`src/hw/dlv_pkg.sv`:
```
package dlv_pkg;
   localparam int NCH   = 16;
   localparam int CW    = 12;
   localparam int LEGS  = 3;
   localparam int AW    = 8;
   localparam int DW    = 32;

   // Register byte offsets
   localparam logic [AW-1:0] OFF_ID     = 8'h00;
   localparam logic [AW-1:0] OFF_ALARM  = 8'h04;
   localparam logic [AW-1:0] OFF_LINE   = 8'h08;
   localparam logic [AW-1:0] OFF_LOOP   = 8'h0C;
   localparam logic [AW-1:0] OFF_TH_OP  = 8'h10;
   localparam logic [AW-1:0] OFF_TH_ON  = 8'h14;
   localparam logic [AW-1:0] OFF_TH_SH  = 8'h18;
   localparam logic [AW-1:0] OFF_MASK   = 8'h1C;
   localparam logic [AW-1:0] OFF_CHRST  = 8'h20;
   localparam logic [AW-1:0] OFF_CTRL   = 8'h24;
   localparam logic [AW-1:0] OFF_T_LO   = 8'h28;
   localparam logic [AW-1:0] OFF_T_HI   = 8'h2C;
   localparam logic [AW-1:0] OFF_T_REF  = 8'h30;
   localparam logic [AW-1:0] OFF_MSTAT  = 8'h34;
   localparam logic [AW-1:0] OFF_DISC   = 8'h38;

   // Control and status bit positions
   localparam int CTRL_TEST  = 0;
   localparam int CTRL_FAULT = 1;
   localparam int CTRL_SCAN  = 2;
   localparam int MS_VFAULT  = 0;
   localparam int MS_BUSY    = 1;
   localparam int MS_DONE    = 2;
   localparam int MS_SUPPLY  = 3;
   localparam int MS_MFAULT  = 4;

   // Module type code, value arbitrary
   localparam logic [15:0]   MOD_ID     = 16'h5A3C;

   // Threshold reset values and test levels
   localparam logic [CW-1:0] TH_OP_RST  = 12'h100;
   localparam logic [CW-1:0] TH_ON_RST  = 12'h400;
   localparam logic [CW-1:0] TH_SH_RST  = 12'h700;
   localparam logic [CW-1:0] REF_T_LO   = 12'h000;
   localparam logic [CW-1:0] REF_T_HI   = 12'hFFF;

   // Reference settle time before each comparator capture
   localparam int CLK_MHZ    = 25;
   localparam int SETTLE_NS  = 2000;
   localparam int SETTLE_CYC = (SETTLE_NS * CLK_MHZ + 999) / 1000;
   localparam logic [7:0]    SETTLE_LD  = 8'(SETTLE_CYC - 1);

   typedef enum logic [2:0] {
      ST_OPEN  = 3'b000,
      ST_ONOFF = 3'b001,
      ST_SHORT = 3'b010,
      ST_TLO   = 3'b011,
      ST_THI   = 3'b100
   } dlv_lvl_t;

   typedef struct packed {
      logic          cyc;
      logic          stb;
      logic          we;
      logic [AW-1:0] adr;
      logic [3:0]    sel;
      logic [DW-1:0] dat;
   } dlv_wb_req_t;

   localparam int REQ_W = $bits(dlv_wb_req_t);
endpackage

```
`src/hw/dlv_vote3.sv`:
```
`timescale 1ns/1ps
// Bitwise two-of-three voter with an independent self-check
module dlv_vote3 import dlv_pkg::*; #(
   parameter int W = 8
) (
   input  wire logic [W-1:0] a_i,
   input  wire logic [W-1:0] b_i,
   input  wire logic [W-1:0] c_i,
   output logic      [W-1:0] v_o,
   output logic      [2:0]   disc_o,
   output logic              err_o
);
   logic [W-1:0] ok;

   // Majority of the three legs
   assign v_o = (a_i & b_i) | (b_i & c_i) | (a_i & c_i);

   // Leg disagreeing with the voted word
   assign disc_o = {c_i != v_o, b_i != v_o, a_i != v_o};

   // Check computed from agreement counts, not from the voter gates, so a
   // stuck voter output bit shows up here
   genvar i;
   generate
      for (i = 0; i < W; i++) begin : g_chk
         assign ok[i] = ((v_o[i] == a_i[i]) && (v_o[i] == b_i[i]))
                     || ((v_o[i] == b_i[i]) && (v_o[i] == c_i[i]))
                     || ((v_o[i] == a_i[i]) && (v_o[i] == c_i[i]));
      end
   endgenerate

   assign err_o = ~&ok;
endmodule

```
`src/hw/dlv_core.sv`:
```
// Operation
// - Requests on the three bus legs are majority voted before use.
// - Read data goes out on three independently controlled leg drivers.
// - A voter failure sets the module fault indication.
// - A readable module type code is offered; processors compare it.
// - Loopback word written by processors reads back unchanged.
// - Reference steps through three levels, comparators captured at each.
// - All sixteen comparator states are read and stored.
// - Alarm and line health per channel derive from the three samples.
// - Each channel classifies as tripped, healthy, open or shorted.
// - Test cycle drives two out-of-range levels, reports results and readback.
// - Each channel has a commanded reset output removing loop power.
// - Processor-flagged input circuit fault lights the module fault LED.
// - Green activity LED toggles once per controller scan.
// - Module fault lights red and turns green off.
// - Channel red LED lit when tripped or shorted.
// - Channel yellow LED lit when loop open or shorted.
// - Supply LED lit only with field supply present and regulator good.
// - Status word: channel one in bit 0, channel sixteen in bit 15.
// - Line health bit is one when sound, zero on fault, not latched.
// - Mask suppresses only the line fault LED, not monitoring.
// - Open, on/off and short thresholds are software settable.
`timescale 1ns/1ps
module dlv_core import dlv_pkg::*; (
   input  wire logic                   clk_i,
   input  wire logic                   rst_i,
   input  wire dlv_wb_req_t [LEGS-1:0] leg_req_i,
   output logic        [LEGS-1:0]      leg_ack_o,
   output logic        [LEGS-1:0][DW-1:0] leg_dat_o,
   input  wire logic   [NCH-1:0]       cmp_i,
   input  wire logic   [CW-1:0]        ref_rb_i,
   input  wire logic                   field_pwr_i,
   input  wire logic                   reg_ok_i,
   output logic        [CW-1:0]        ref_o,
   output logic        [NCH-1:0]       chan_rst_o,
   output logic        [NCH-1:0]       led_alarm_o,
   output logic        [NCH-1:0]       led_line_o,
   output logic                        led_act_o,
   output logic                        led_fault_o,
   output logic                        led_pwr_o
);
   dlv_wb_req_t     v;
   logic [2:0]      disc;
   logic            vote_err;
   logic            vreq, wr_en;
   logic [DW-1:0]   rdata;

   // Voting of the whole request word
   dlv_vote3 #(.W(REQ_W)) u_vote (
      .a_i    (leg_req_i[0]),
      .b_i    (leg_req_i[1]),
      .c_i    (leg_req_i[2]),
      .v_o    (v),
      .disc_o (disc),
      .err_o  (vote_err)
   );

   // Bus state
   logic                    ack_reg, ack_next;
   logic [LEGS-1:0]         lack_reg, lack_next;
   logic [LEGS-1:0][DW-1:0] ldat_reg, ldat_next;

   assign vreq  = v.cyc & v.stb;
   assign wr_en = vreq & v.we & ack_reg;  // Commit at the edge the master sees ack

   // Software registers
   logic [DW-1:0]  loop_reg, loop_next;
   logic [CW-1:0]  thop_reg, thop_next, thon_reg, thon_next, thsh_reg, thsh_next;
   logic [NCH-1:0] mask_reg, mask_next, crst_reg, crst_next;
   logic           test_reg, test_next, sfault_reg, sfault_next;
   logic           act_reg, act_next, vflt_reg, vflt_next, done_reg, done_next;
   logic [2:0]     disc_reg, disc_next;
   logic           test_end;
   logic           mfault;

   function automatic logic [DW-1:0] merge(input logic [DW-1:0] o,
                                           input logic [DW-1:0] n,
                                           input logic [3:0]    s);
      logic [DW-1:0] r;
      r = o;
      for (int b = 0; b < 4; b++) begin
         if (s[b]) begin
            r[b*8 +: 8] = n[b*8 +: 8];
         end
      end
      return r;
   endfunction

   // Field side sequencer state
   dlv_lvl_t       lvl_reg, lvl_next;
   logic [7:0]     cnt_reg, cnt_next;
   logic [CW-1:0]  ref_reg, ref_next;
   logic [NCH-1:0] s_op_reg, s_op_next, s_on_reg, s_on_next;
   logic [NCH-1:0] tlo_reg, tlo_next, thi_reg, thi_next;
   logic [CW-1:0]  rblo_reg, rblo_next, rbhi_reg, rbhi_next;
   logic [NCH-1:0] alarm_reg, alarm_next, lineok_reg, lineok_next;
   logic [NCH-1:0] short_reg, short_next;
   logic [NCH-1:0][1:0] cond;
   logic [NCH-1:0] c_alarm, c_short, c_open;

   // Read mux on the voted address
   always_comb begin
      case (v.adr)
         OFF_ID:    rdata = {16'h0000, MOD_ID};
         OFF_ALARM: rdata = {16'h0000, alarm_reg};
         OFF_LINE:  rdata = {16'h0000, lineok_reg};
         OFF_LOOP:  rdata = loop_reg;
         OFF_TH_OP: rdata = {20'h00000, thop_reg};
         OFF_TH_ON: rdata = {20'h00000, thon_reg};
         OFF_TH_SH: rdata = {20'h00000, thsh_reg};
         OFF_MASK:  rdata = {16'h0000, mask_reg};
         OFF_CHRST: rdata = {16'h0000, crst_reg};
         OFF_CTRL:  rdata = {29'h00000000, act_reg, sfault_reg, test_reg};
         OFF_T_LO:  rdata = {16'h0000, tlo_reg};
         OFF_T_HI:  rdata = {16'h0000, thi_reg};
         OFF_T_REF: rdata = {4'h0, rbhi_reg, 4'h0, rblo_reg};
         OFF_MSTAT: rdata = {27'h0000000, mfault, field_pwr_i & reg_ok_i,
                             done_reg, test_reg, vflt_reg};
         OFF_DISC:  rdata = {29'h00000000, disc_reg};
         default:   rdata = 32'h00000000;                        // Unmapped reads zero
      endcase
   end

   // Ack and per-leg drivers: each leg answers only on its own strobe
   always_comb begin
      ack_next  = vreq & ~ack_reg;
      lack_next = '0;
      ldat_next = ldat_reg;
      for (int l = 0; l < LEGS; l++) begin
         lack_next[l] = ack_next & leg_req_i[l].cyc & leg_req_i[l].stb;
         if (ack_next) begin
            ldat_next[l] = rdata;
         end
      end
   end

   always_ff @(posedge clk_i) begin
      if (rst_i) begin
         ack_reg  <= 1'b0;
         lack_reg <= '0;
         ldat_reg <= '0;
      end else begin
         ack_reg  <= ack_next;
         lack_reg <= lack_next;
         ldat_reg <= ldat_next;
      end
   end

   assign leg_ack_o = lack_reg;
   assign leg_dat_o = ldat_reg;

   // Register writes; hardware sets win over software clears
   always_comb begin
      loop_next   = loop_reg;
      thop_next   = thop_reg;
      thon_next   = thon_reg;
      thsh_next   = thsh_reg;
      mask_next   = mask_reg;
      crst_next   = crst_reg;
      test_next   = test_reg;
      sfault_next = sfault_reg;
      act_next    = act_reg;
      vflt_next   = vflt_reg;
      done_next   = done_reg;
      disc_next   = disc_reg;
      if (wr_en) begin
         case (v.adr)
            OFF_LOOP:  loop_next = merge(loop_reg, v.dat, v.sel);
            OFF_TH_OP: thop_next = v.dat[CW-1:0];
            OFF_TH_ON: thon_next = v.dat[CW-1:0];
            OFF_TH_SH: thsh_next = v.dat[CW-1:0];
            OFF_MASK:  mask_next = v.dat[NCH-1:0];
            OFF_CHRST: crst_next = v.dat[NCH-1:0];
            OFF_CTRL: begin
               test_next   = test_reg | v.dat[CTRL_TEST];
               sfault_next = v.dat[CTRL_FAULT];
               if (v.dat[CTRL_SCAN]) begin
                  act_next = ~act_reg;
               end
            end
            OFF_MSTAT: begin
               if (v.dat[MS_VFAULT]) vflt_next = 1'b0;
               if (v.dat[MS_DONE]) done_next = 1'b0;
            end
            OFF_DISC:  disc_next = disc_reg & ~v.dat[2:0];
            default: ;
         endcase
      end
      if (test_end) begin
         test_next = 1'b0;
         done_next = 1'b1;
      end
      if (vreq && vote_err) begin
         vflt_next = 1'b1;
      end
      if (vreq) begin
         disc_next = disc_next | disc;
      end
   end

   always_ff @(posedge clk_i) begin
      if (rst_i) begin
         loop_reg   <= '0;
         thop_reg   <= TH_OP_RST;
         thon_reg   <= TH_ON_RST;
         thsh_reg   <= TH_SH_RST;
         mask_reg   <= '0;
         crst_reg   <= '0;
         test_reg   <= 1'b0;
         sfault_reg <= 1'b0;
         act_reg    <= 1'b0;
         vflt_reg   <= 1'b0;
         done_reg   <= 1'b0;
         disc_reg   <= '0;
      end else begin
         loop_reg   <= loop_next;
         thop_reg   <= thop_next;
         thon_reg   <= thon_next;
         thsh_reg   <= thsh_next;
         mask_reg   <= mask_next;
         crst_reg   <= crst_next;
         test_reg   <= test_next;
         sfault_reg <= sfault_next;
         act_reg    <= act_next;
         vflt_reg   <= vflt_next;
         done_reg   <= done_next;
         disc_reg   <= disc_next;
      end
   end

   assign mfault = vflt_reg | sfault_reg;

   // Per-channel classification from the two captured samples and live cmp_i
   genvar ch;
   generate
      for (ch = 0; ch < NCH; ch++) begin : g_cls
         assign cond[ch] = !s_op_reg[ch] ? 2'h2 :                     // Open
                           !s_on_reg[ch] ? 2'h0 :                     // Healthy
                           !cmp_i[ch]    ? 2'h1 : 2'h3;
         assign c_alarm[ch] = (cond[ch] == 2'h1);
         assign c_open[ch]  = (cond[ch] == 2'h2);
         assign c_short[ch] = (cond[ch] == 2'h3);
      end
   endgenerate

   // Reference stepping: settle, capture, next level; test sweep on request
   always_comb begin
      lvl_next    = lvl_reg;
      cnt_next    = cnt_reg - 8'h01;
      ref_next    = ref_reg;
      s_op_next   = s_op_reg;
      s_on_next   = s_on_reg;
      tlo_next    = tlo_reg;
      thi_next    = thi_reg;
      rblo_next   = rblo_reg;
      rbhi_next   = rbhi_reg;
      alarm_next  = alarm_reg;
      lineok_next = lineok_reg;
      short_next  = short_reg;
      test_end    = 1'b0;
      if (cnt_reg == 8'h00) begin
         cnt_next = SETTLE_LD;
         case (lvl_reg)
            ST_OPEN: begin
               s_op_next = cmp_i;
               lvl_next  = ST_ONOFF;
               ref_next  = thon_reg;
            end
            ST_ONOFF: begin
               s_on_next = cmp_i;
               lvl_next  = ST_SHORT;
               ref_next  = thsh_reg;
            end
            ST_SHORT: begin
               // Short level is classified live from cmp_i, so all three
               // samples belong to this sweep and no stale one leaks in
               alarm_next  = c_alarm;
               lineok_next = ~(c_open | c_short);
               short_next  = c_short;
               lvl_next    = test_reg ? ST_TLO : ST_OPEN;
               ref_next    = test_reg ? REF_T_LO : thop_reg;
            end
            ST_TLO: begin
               tlo_next  = cmp_i;
               rblo_next = ref_rb_i;
               lvl_next  = ST_THI;
               ref_next  = REF_T_HI;
            end
            ST_THI: begin
               thi_next  = cmp_i;
               rbhi_next = ref_rb_i;
               test_end  = 1'b1;
               lvl_next  = ST_OPEN;
               ref_next  = thop_reg;
            end
            default: begin
               lvl_next = ST_OPEN;
               ref_next = thop_reg;
            end
         endcase
      end
   end

   always_ff @(posedge clk_i) begin
      if (rst_i) begin
         lvl_reg    <= ST_OPEN;
         cnt_reg    <= SETTLE_LD;
         ref_reg    <= TH_OP_RST;
         s_op_reg   <= '0;
         s_on_reg   <= '0;
         tlo_reg    <= '0;
         thi_reg    <= '0;
         rblo_reg   <= '0;
         rbhi_reg   <= '0;
         alarm_reg  <= '0;
         lineok_reg <= '1;
         short_reg  <= '0;
      end else begin
         lvl_reg    <= lvl_next;
         cnt_reg    <= cnt_next;
         ref_reg    <= ref_next;
         s_op_reg   <= s_op_next;
         s_on_reg   <= s_on_next;
         tlo_reg    <= tlo_next;
         thi_reg    <= thi_next;
         rblo_reg   <= rblo_next;
         rbhi_reg   <= rbhi_next;
         alarm_reg  <= alarm_next;
         lineok_reg <= lineok_next;
         short_reg  <= short_next;
      end
   end

   // Indicators, registered
   always_ff @(posedge clk_i) begin
      if (rst_i) begin
         led_alarm_o <= '0;
         led_line_o  <= '0;
         led_act_o   <= 1'b0;
         led_fault_o <= 1'b0;
         led_pwr_o   <= 1'b0;
      end else begin
         led_alarm_o <= alarm_reg | short_reg;
         led_line_o  <= ~lineok_reg & ~mask_reg;
         led_act_o   <= act_reg & ~mfault;
         led_fault_o <= mfault;
         led_pwr_o   <= field_pwr_i & reg_ok_i;
      end
   end

   assign ref_o      = ref_reg;
   assign chan_rst_o = crst_reg;

   property p_vote_adr;
      @(posedge clk_i) disable iff (rst_i)
      (leg_req_i[0].adr == leg_req_i[1].adr) |-> (v.adr == leg_req_i[0].adr);
   endproperty
   a_vote_adr: assert property (p_vote_adr) else $error("voted address wrong");

   property p_leg_ack;
      @(posedge clk_i) disable iff (rst_i)
      leg_ack_o[1] |-> $past(leg_req_i[1].stb) ##1 !leg_ack_o[1];
   endproperty
   a_leg_ack: assert property (p_leg_ack) else $error("leg ack not own");

   property p_vflt;
      @(posedge clk_i) disable iff (rst_i)
      (vreq && vote_err) |=> vflt_reg ##1 led_fault_o;
   endproperty
   a_vflt: assert property (p_vflt) else $error("voter fault missed");

   property p_id;
      @(posedge clk_i) disable iff (rst_i)
      (ack_next && v.adr == OFF_ID) |=> (leg_dat_o[0] == {16'h0000, MOD_ID});
   endproperty
   a_id: assert property (p_id) else $error("id read wrong");

   property p_loop;
      @(posedge clk_i) disable iff (rst_i)
      (wr_en && v.adr == OFF_LOOP && v.sel == 4'hF) |=> loop_reg == $past(v.dat);
   endproperty
   a_loop: assert property (p_loop) else $error("loopback lost");

   property p_step;
      @(posedge clk_i) disable iff (rst_i)
      (lvl_reg == ST_OPEN && cnt_reg == 8'h00) |=> (lvl_reg == ST_ONOFF && ref_o == thon_reg);
   endproperty
   a_step: assert property (p_step) else $error("reference step wrong");

   property p_thi;
      @(posedge clk_i) disable iff (rst_i)
      (lvl_reg == ST_THI) |-> (ref_o == REF_T_HI);
   endproperty
   a_thi: assert property (p_thi) else $error("test level wrong");

   property p_red;
      @(posedge clk_i) disable iff (rst_i)
      led_fault_o |-> !led_act_o;
   endproperty
   a_red: assert property (p_red) else $error("green on in fault");

   property p_pwr;
      @(posedge clk_i) disable iff (rst_i)
      !(field_pwr_i && reg_ok_i) |=> !led_pwr_o;
   endproperty
   a_pwr: assert property (p_pwr) else $error("supply led wrong");
endmodule

```
`config.mk`:
```
export PLATFORM = sky130hd
export DESIGN_NAME = dlv_core
export DESIGN_NICKNAME = d
export VERILOG_FILES = /design/src/hw/dlv_pkg.sv /design/src/hw/dlv_vote3.sv /design/src/hw/dlv_core.sv
export SDC_FILE = /design/constraint.sdc
export NUM_CORES = 1
export LEC_CHECK = 0
export BUFFER_PORTS_ARGS = -buffer_cell sky130_fd_sc_hd__buf_2
export CORE_MARGIN = 2
export CORE_UTILIZATION = 35
export CTS_CLUSTER_DIAMETER = 120
export DETAILED_ROUTE_END_ITERATION = 8
export GPL_TIMING_DRIVEN = 1
export PLACE_DENSITY = 0.66
export SYNTH_ARGS = -nofsm -noshare
export SYNTH_HDL_FRONTEND = slang
export SYNTH_SLANG_ARGS = --single-unit
```
`constraint.sdc`:
```
create_clock -name clk_i -period 4.5 [get_ports clk_i]
set_input_delay 0.225 -clock clk_i [delete_from_list [all_inputs] [get_ports clk_i]]
set_output_delay 0.225 -clock clk_i [all_outputs]
set_load 0.05 [all_outputs]
```
==> flow_metrics.env <==
export IMPL_max_slew_worst_pin_slew_ps=1330
export IMPL_drive_gt1_frac=0.213
export IMPL_drt_iter0_markers=1961
export IMPL_grt_pass1_vias=16900
export IMPL_finalSetupViolations=0
export IMPL_synth_compound_area_frac=0.185
export IMPL_hold_buffers=45
export IMPL_synth_seq_cells=338
export IMPL_switching_power_mw=1.81
export IMPL_cp_slowest_cell="nor3_4"
export IMPL_crit_path_start_kind="input pin"
export IMPL_path_max_fanout=16
export IMPL_async_flop_share=0
export IMPL_period_needed_ps=3440
export IMPL_final_area_um2=20900
export IMPL_htreeDepth=2
export IMPL_post_cts_setup_buffers=0
export IMPL_nets=2651
export IMPL_worstSkewPairLatency_ps=570
export IMPL_synth_warnings=0
export IMPL_status="finished clean"
export IMPL_drc=0
export IMPL_pin_count=335
export IMPL_final_util=0.427
export IMPL_vias=18400
export IMPL_nFillCells=4947
export IMPL_core_area_um2=49000
export IMPL_worstPathRequired_ps=5000
export IMPL_placed_area_um2=19200
export IMPL_syn_to_final_growth_pct=20.2
export IMPL_crit_path_frequent_cell="dlygate4sd3_1"
export IMPL_crit_path_cell_trace="dlygate4sd3_1 -> buf_2 -> o22ai_1 -> nor3_1 -> nand3_2 -> nor3_4 -> nor2_1 -> a311oi_1 -> dlygate4sd3_1"
export IMPL_die_y_um=227
export IMPL_cts_tree="yes"
export IMPL_viasPerCell=5.78
export IMPL_fp_dieW_um=227
export IMPL_initial_core_util=0.355
export IMPL_hold_path_class="input pin to flip-flop"
export IMPL_rsz0062_at_grt="no"
export IMPL_routedWlPerCell_um=23.7
export IMPL_p_leak_nw=7.85
export IMPL_clock_sinks=338
export IMPL_place_gp_congestion=1.03
export IMPL_ys_flop_type="dfxtp_1"
export IMPL_grt_max_degree=106
export IMPL_synth_edf_count=0
export IMPL_crit_type="input pin to flip-flop"
export IMPL_yosys_area_share_adder=0.00561
export IMPL_io_buffers=334
export IMPL_grt_overflow=0
export IMPL_power_per_cell_area_nw_per_um2=330
export IMPL_worst_slack_ps=1060
export IMPL_ys_seq_area_frac=0.389
export IMPL_synthCells=2211
export IMPL_power_internal_mw=5.09
export IMPL_p_sw_frac=0.263
export IMPL_cts_path_max_buffers=3
export IMPL_maxSlewViolCount=0
export IMPL_rows=81
export IMPL_drt_first_pass_iters=5
export IMPL_ir_drop_mv=0.247
export IMPL_critPathTopFamily="simple AND/OR/NAND/NOR gates"
export IMPL_synthSimpleGateAreaFrac=0.319
export IMPL_die_area_um2=51500
export IMPL_fin_tns_setup_ps=0
export IMPL_synth_mux_area_frac=0.0371
export IMPL_rrSetupSlack_ps=1560
export IMPL_wl_um=75200
export IMPL_worst_path_largest_cell_delay_ps=770
export IMPL_synthXorXnorAreaFrac=0.00403
export IMPL_drv_cap=0
export IMPL_grtUsageTotal=0.286
export IMPL_relSlewSlack=0.105
export IMPL_finalHoldViolations=0
export IMPL_fmax_mhz=290
export IMPL_syn_area_um2=17400
export IMPL_period_share=0.765
export IMPL_power_frac_clock=0.452
export IMPL_seq_power_share=0.436
export IMPL_hpwl_um=56400
export IMPL_antenna_found_initial=6
export IMPL_clkSlewWorstSetupHoldPaths_ps=60
export IMPL_synth_avg_cell_area_um2=7.87
export IMPL_finClkSkew_ps=22.5
export IMPL_path_buf_inv=3
export IMPL_ant_nets=0
export IMPL_cts_root_buf="clkbuf_16"
export IMPL_grt_first_pass_wirelength_um=109000
export IMPL_synth_top_family_by_area="simple AND/OR/NAND/NOR gates"
export IMPL_p_comb_frac=0.112
export IMPL_preCtsSetupSlack_ps=1030
export IMPL_critical_path_arrival_ps=3950
export IMPL_cp_end_kind="flip-flop"
export IMPL_ys_types=81
export IMPL_synth_fp_nets=2385
export IMPL_cts_resized=0
export IMPL_numCtsBuffers=38
## worst reg2reg max path, cell delays in order (launching register included)
cell     delay [ps]
dfxtp_1         320
inv_1            60
ha_1            230
nand4_1         340
nor2_1          210
buf_4           300
and3_1         1000
nand2_1         200
a21oi_1         190
## through the flow
step / hold WS, ps / power (mW) / cells
floorplan: 361 / 3.43 / 2211
global placement: 381 / 3.79 / 3056
detailed placement: 383 / 3.79 / 3056
CTS: 6.63 / 6.91 / 3168
global route: 20.0 / 7.08 / 3174
finish: 21.5 / 6.90 / 3175
## synth_stat cells, types with 5 or more instances
cell / n / area [um2]
nand2_1: 401 / 1510
o211ai_1: 12 / 90.1
dfxtp_1: 338 / 6770
nor2_1: 204 / 766
nand2b_1: 35 / 219
a32oi_1: 13 / 114
nand3_1: 79 / 395
nand3b_1: 63 / 473
nor3b_1: 17 / 128
nand4_1: 46 / 288
a311oi_1: 16 / 140
mux2i_1: 52 / 521
buf_1: 6 / 22.5
inv_1: 11 / 41.3
nor4_1: 32 / 200
xor2_1: 5 / 43.8
o221ai_1: 6 / 52.6
a22oi_1: 31 / 233
or3b_2: 62 / 543
a221oi_1: 8 / 70.1
a21oi_1: 220 / 1100
and3_1: 14 / 87.6
a32o_1: 6 / 60.1
and3b_1: 16 / 140
buf_4: 65 / 488
mux2_2: 11 / 124
o2111ai_1: 12 / 105
buf_2: 23 / 115
a2bb2oi_1: 10 / 87.6
a21o_1: 6 / 45.0
clkbuf_1: 87 / 327
o21a_1: 17 / 128
nor2b_1: 19 / 119
o22ai_1: 34 / 213
a211oi_1: 6 / 45.0
o21ai_0: 55 / 275
nor3_1: 75 / 375
nor3_2: 5 / 50.1
a22o_1: 12 / 105
## layer usage
layer | wire length (um) | vias up | GRT usage
met1 | 32100 | 8895 | 0.393
met5 | 0 | - | 0
met2 | 33900 | 905 | 0.446
met4 | 2540 | 0 | 0.111
met3 | 6750 | 132 | 0.0474
li1 | - | 8435 | -
## kinds of logic after synthesis
kind of cell	after synthesis
xor gates and xnor gates	8
and+or+nand+nor	1095
AOI/OAI and AO/OA	500
buffers and inverters	198
muxes	63
adders and majority gates	9
DFF	338
## cell usage in the layout, fill, tap and decap left out, drive strengths merged, types with 12 or more instances in the layout
cell type    count
o22ai           34
and3b           16
buf            368
nor4            33
clkbuf          59
a311oi          20
a22oi           31
a21oi          220
or3b            62
a22o            12
o21a            17
nor2           206
nand3b          63
o211ai          12
o2111ai         12
dfxtp          338
nand3           81
o21ai           57
nor3b           17
and3            14
nand4           46
dlygate4sd3     45
nor2b           20
mux2i           52
a32oi           13
nand2          401
nand2b          35
nor3            84
## power groups by stage
| stage | registers [mW] | clock network (mW) | logic, mW |
|---|---|---|---|
| floorplan | 3.08 | 0 | 0.348 |
| global placement | 3.08 | 0 | 0.711 |
| detailed placement | 3.08 | 0 | 0.716 |
| CTS | 3.01 | 3.15 | 0.748 |
| global route | 3.01 | 3.26 | 0.813 |
| finish | 3.01 | 3.12 | 0.770 |
## path summary, 6_finish.rpt
kind | start | depth (start not counted) | end
min reg2reg | cnt_reg[0] | 1 | cnt_reg[0]
max | leg_req_i[140] | 9 | loop_reg[28]
min | field_pwr_i | 2 | led_pwr_o
max reg2reg | cnt_reg[0] | 8 | rblo_reg[0]
## final cells by class
cell class                      instances  area, um2  share of cell area
Timing Repair Buffer                  413       2390               0.114
Tap cell                              664        831              0.0398
Antenna cell                            7       17.5            0.000838
Clock inverter                          8       92.6             0.00443
Sequential cell                       338       6770               0.324
Clock buffer                           59       1160              0.0556
Inverter                               11       41.3             0.00198
Multi-Input combinational cell       1675       9600               0.459
(Power assumes the default switching activity.)
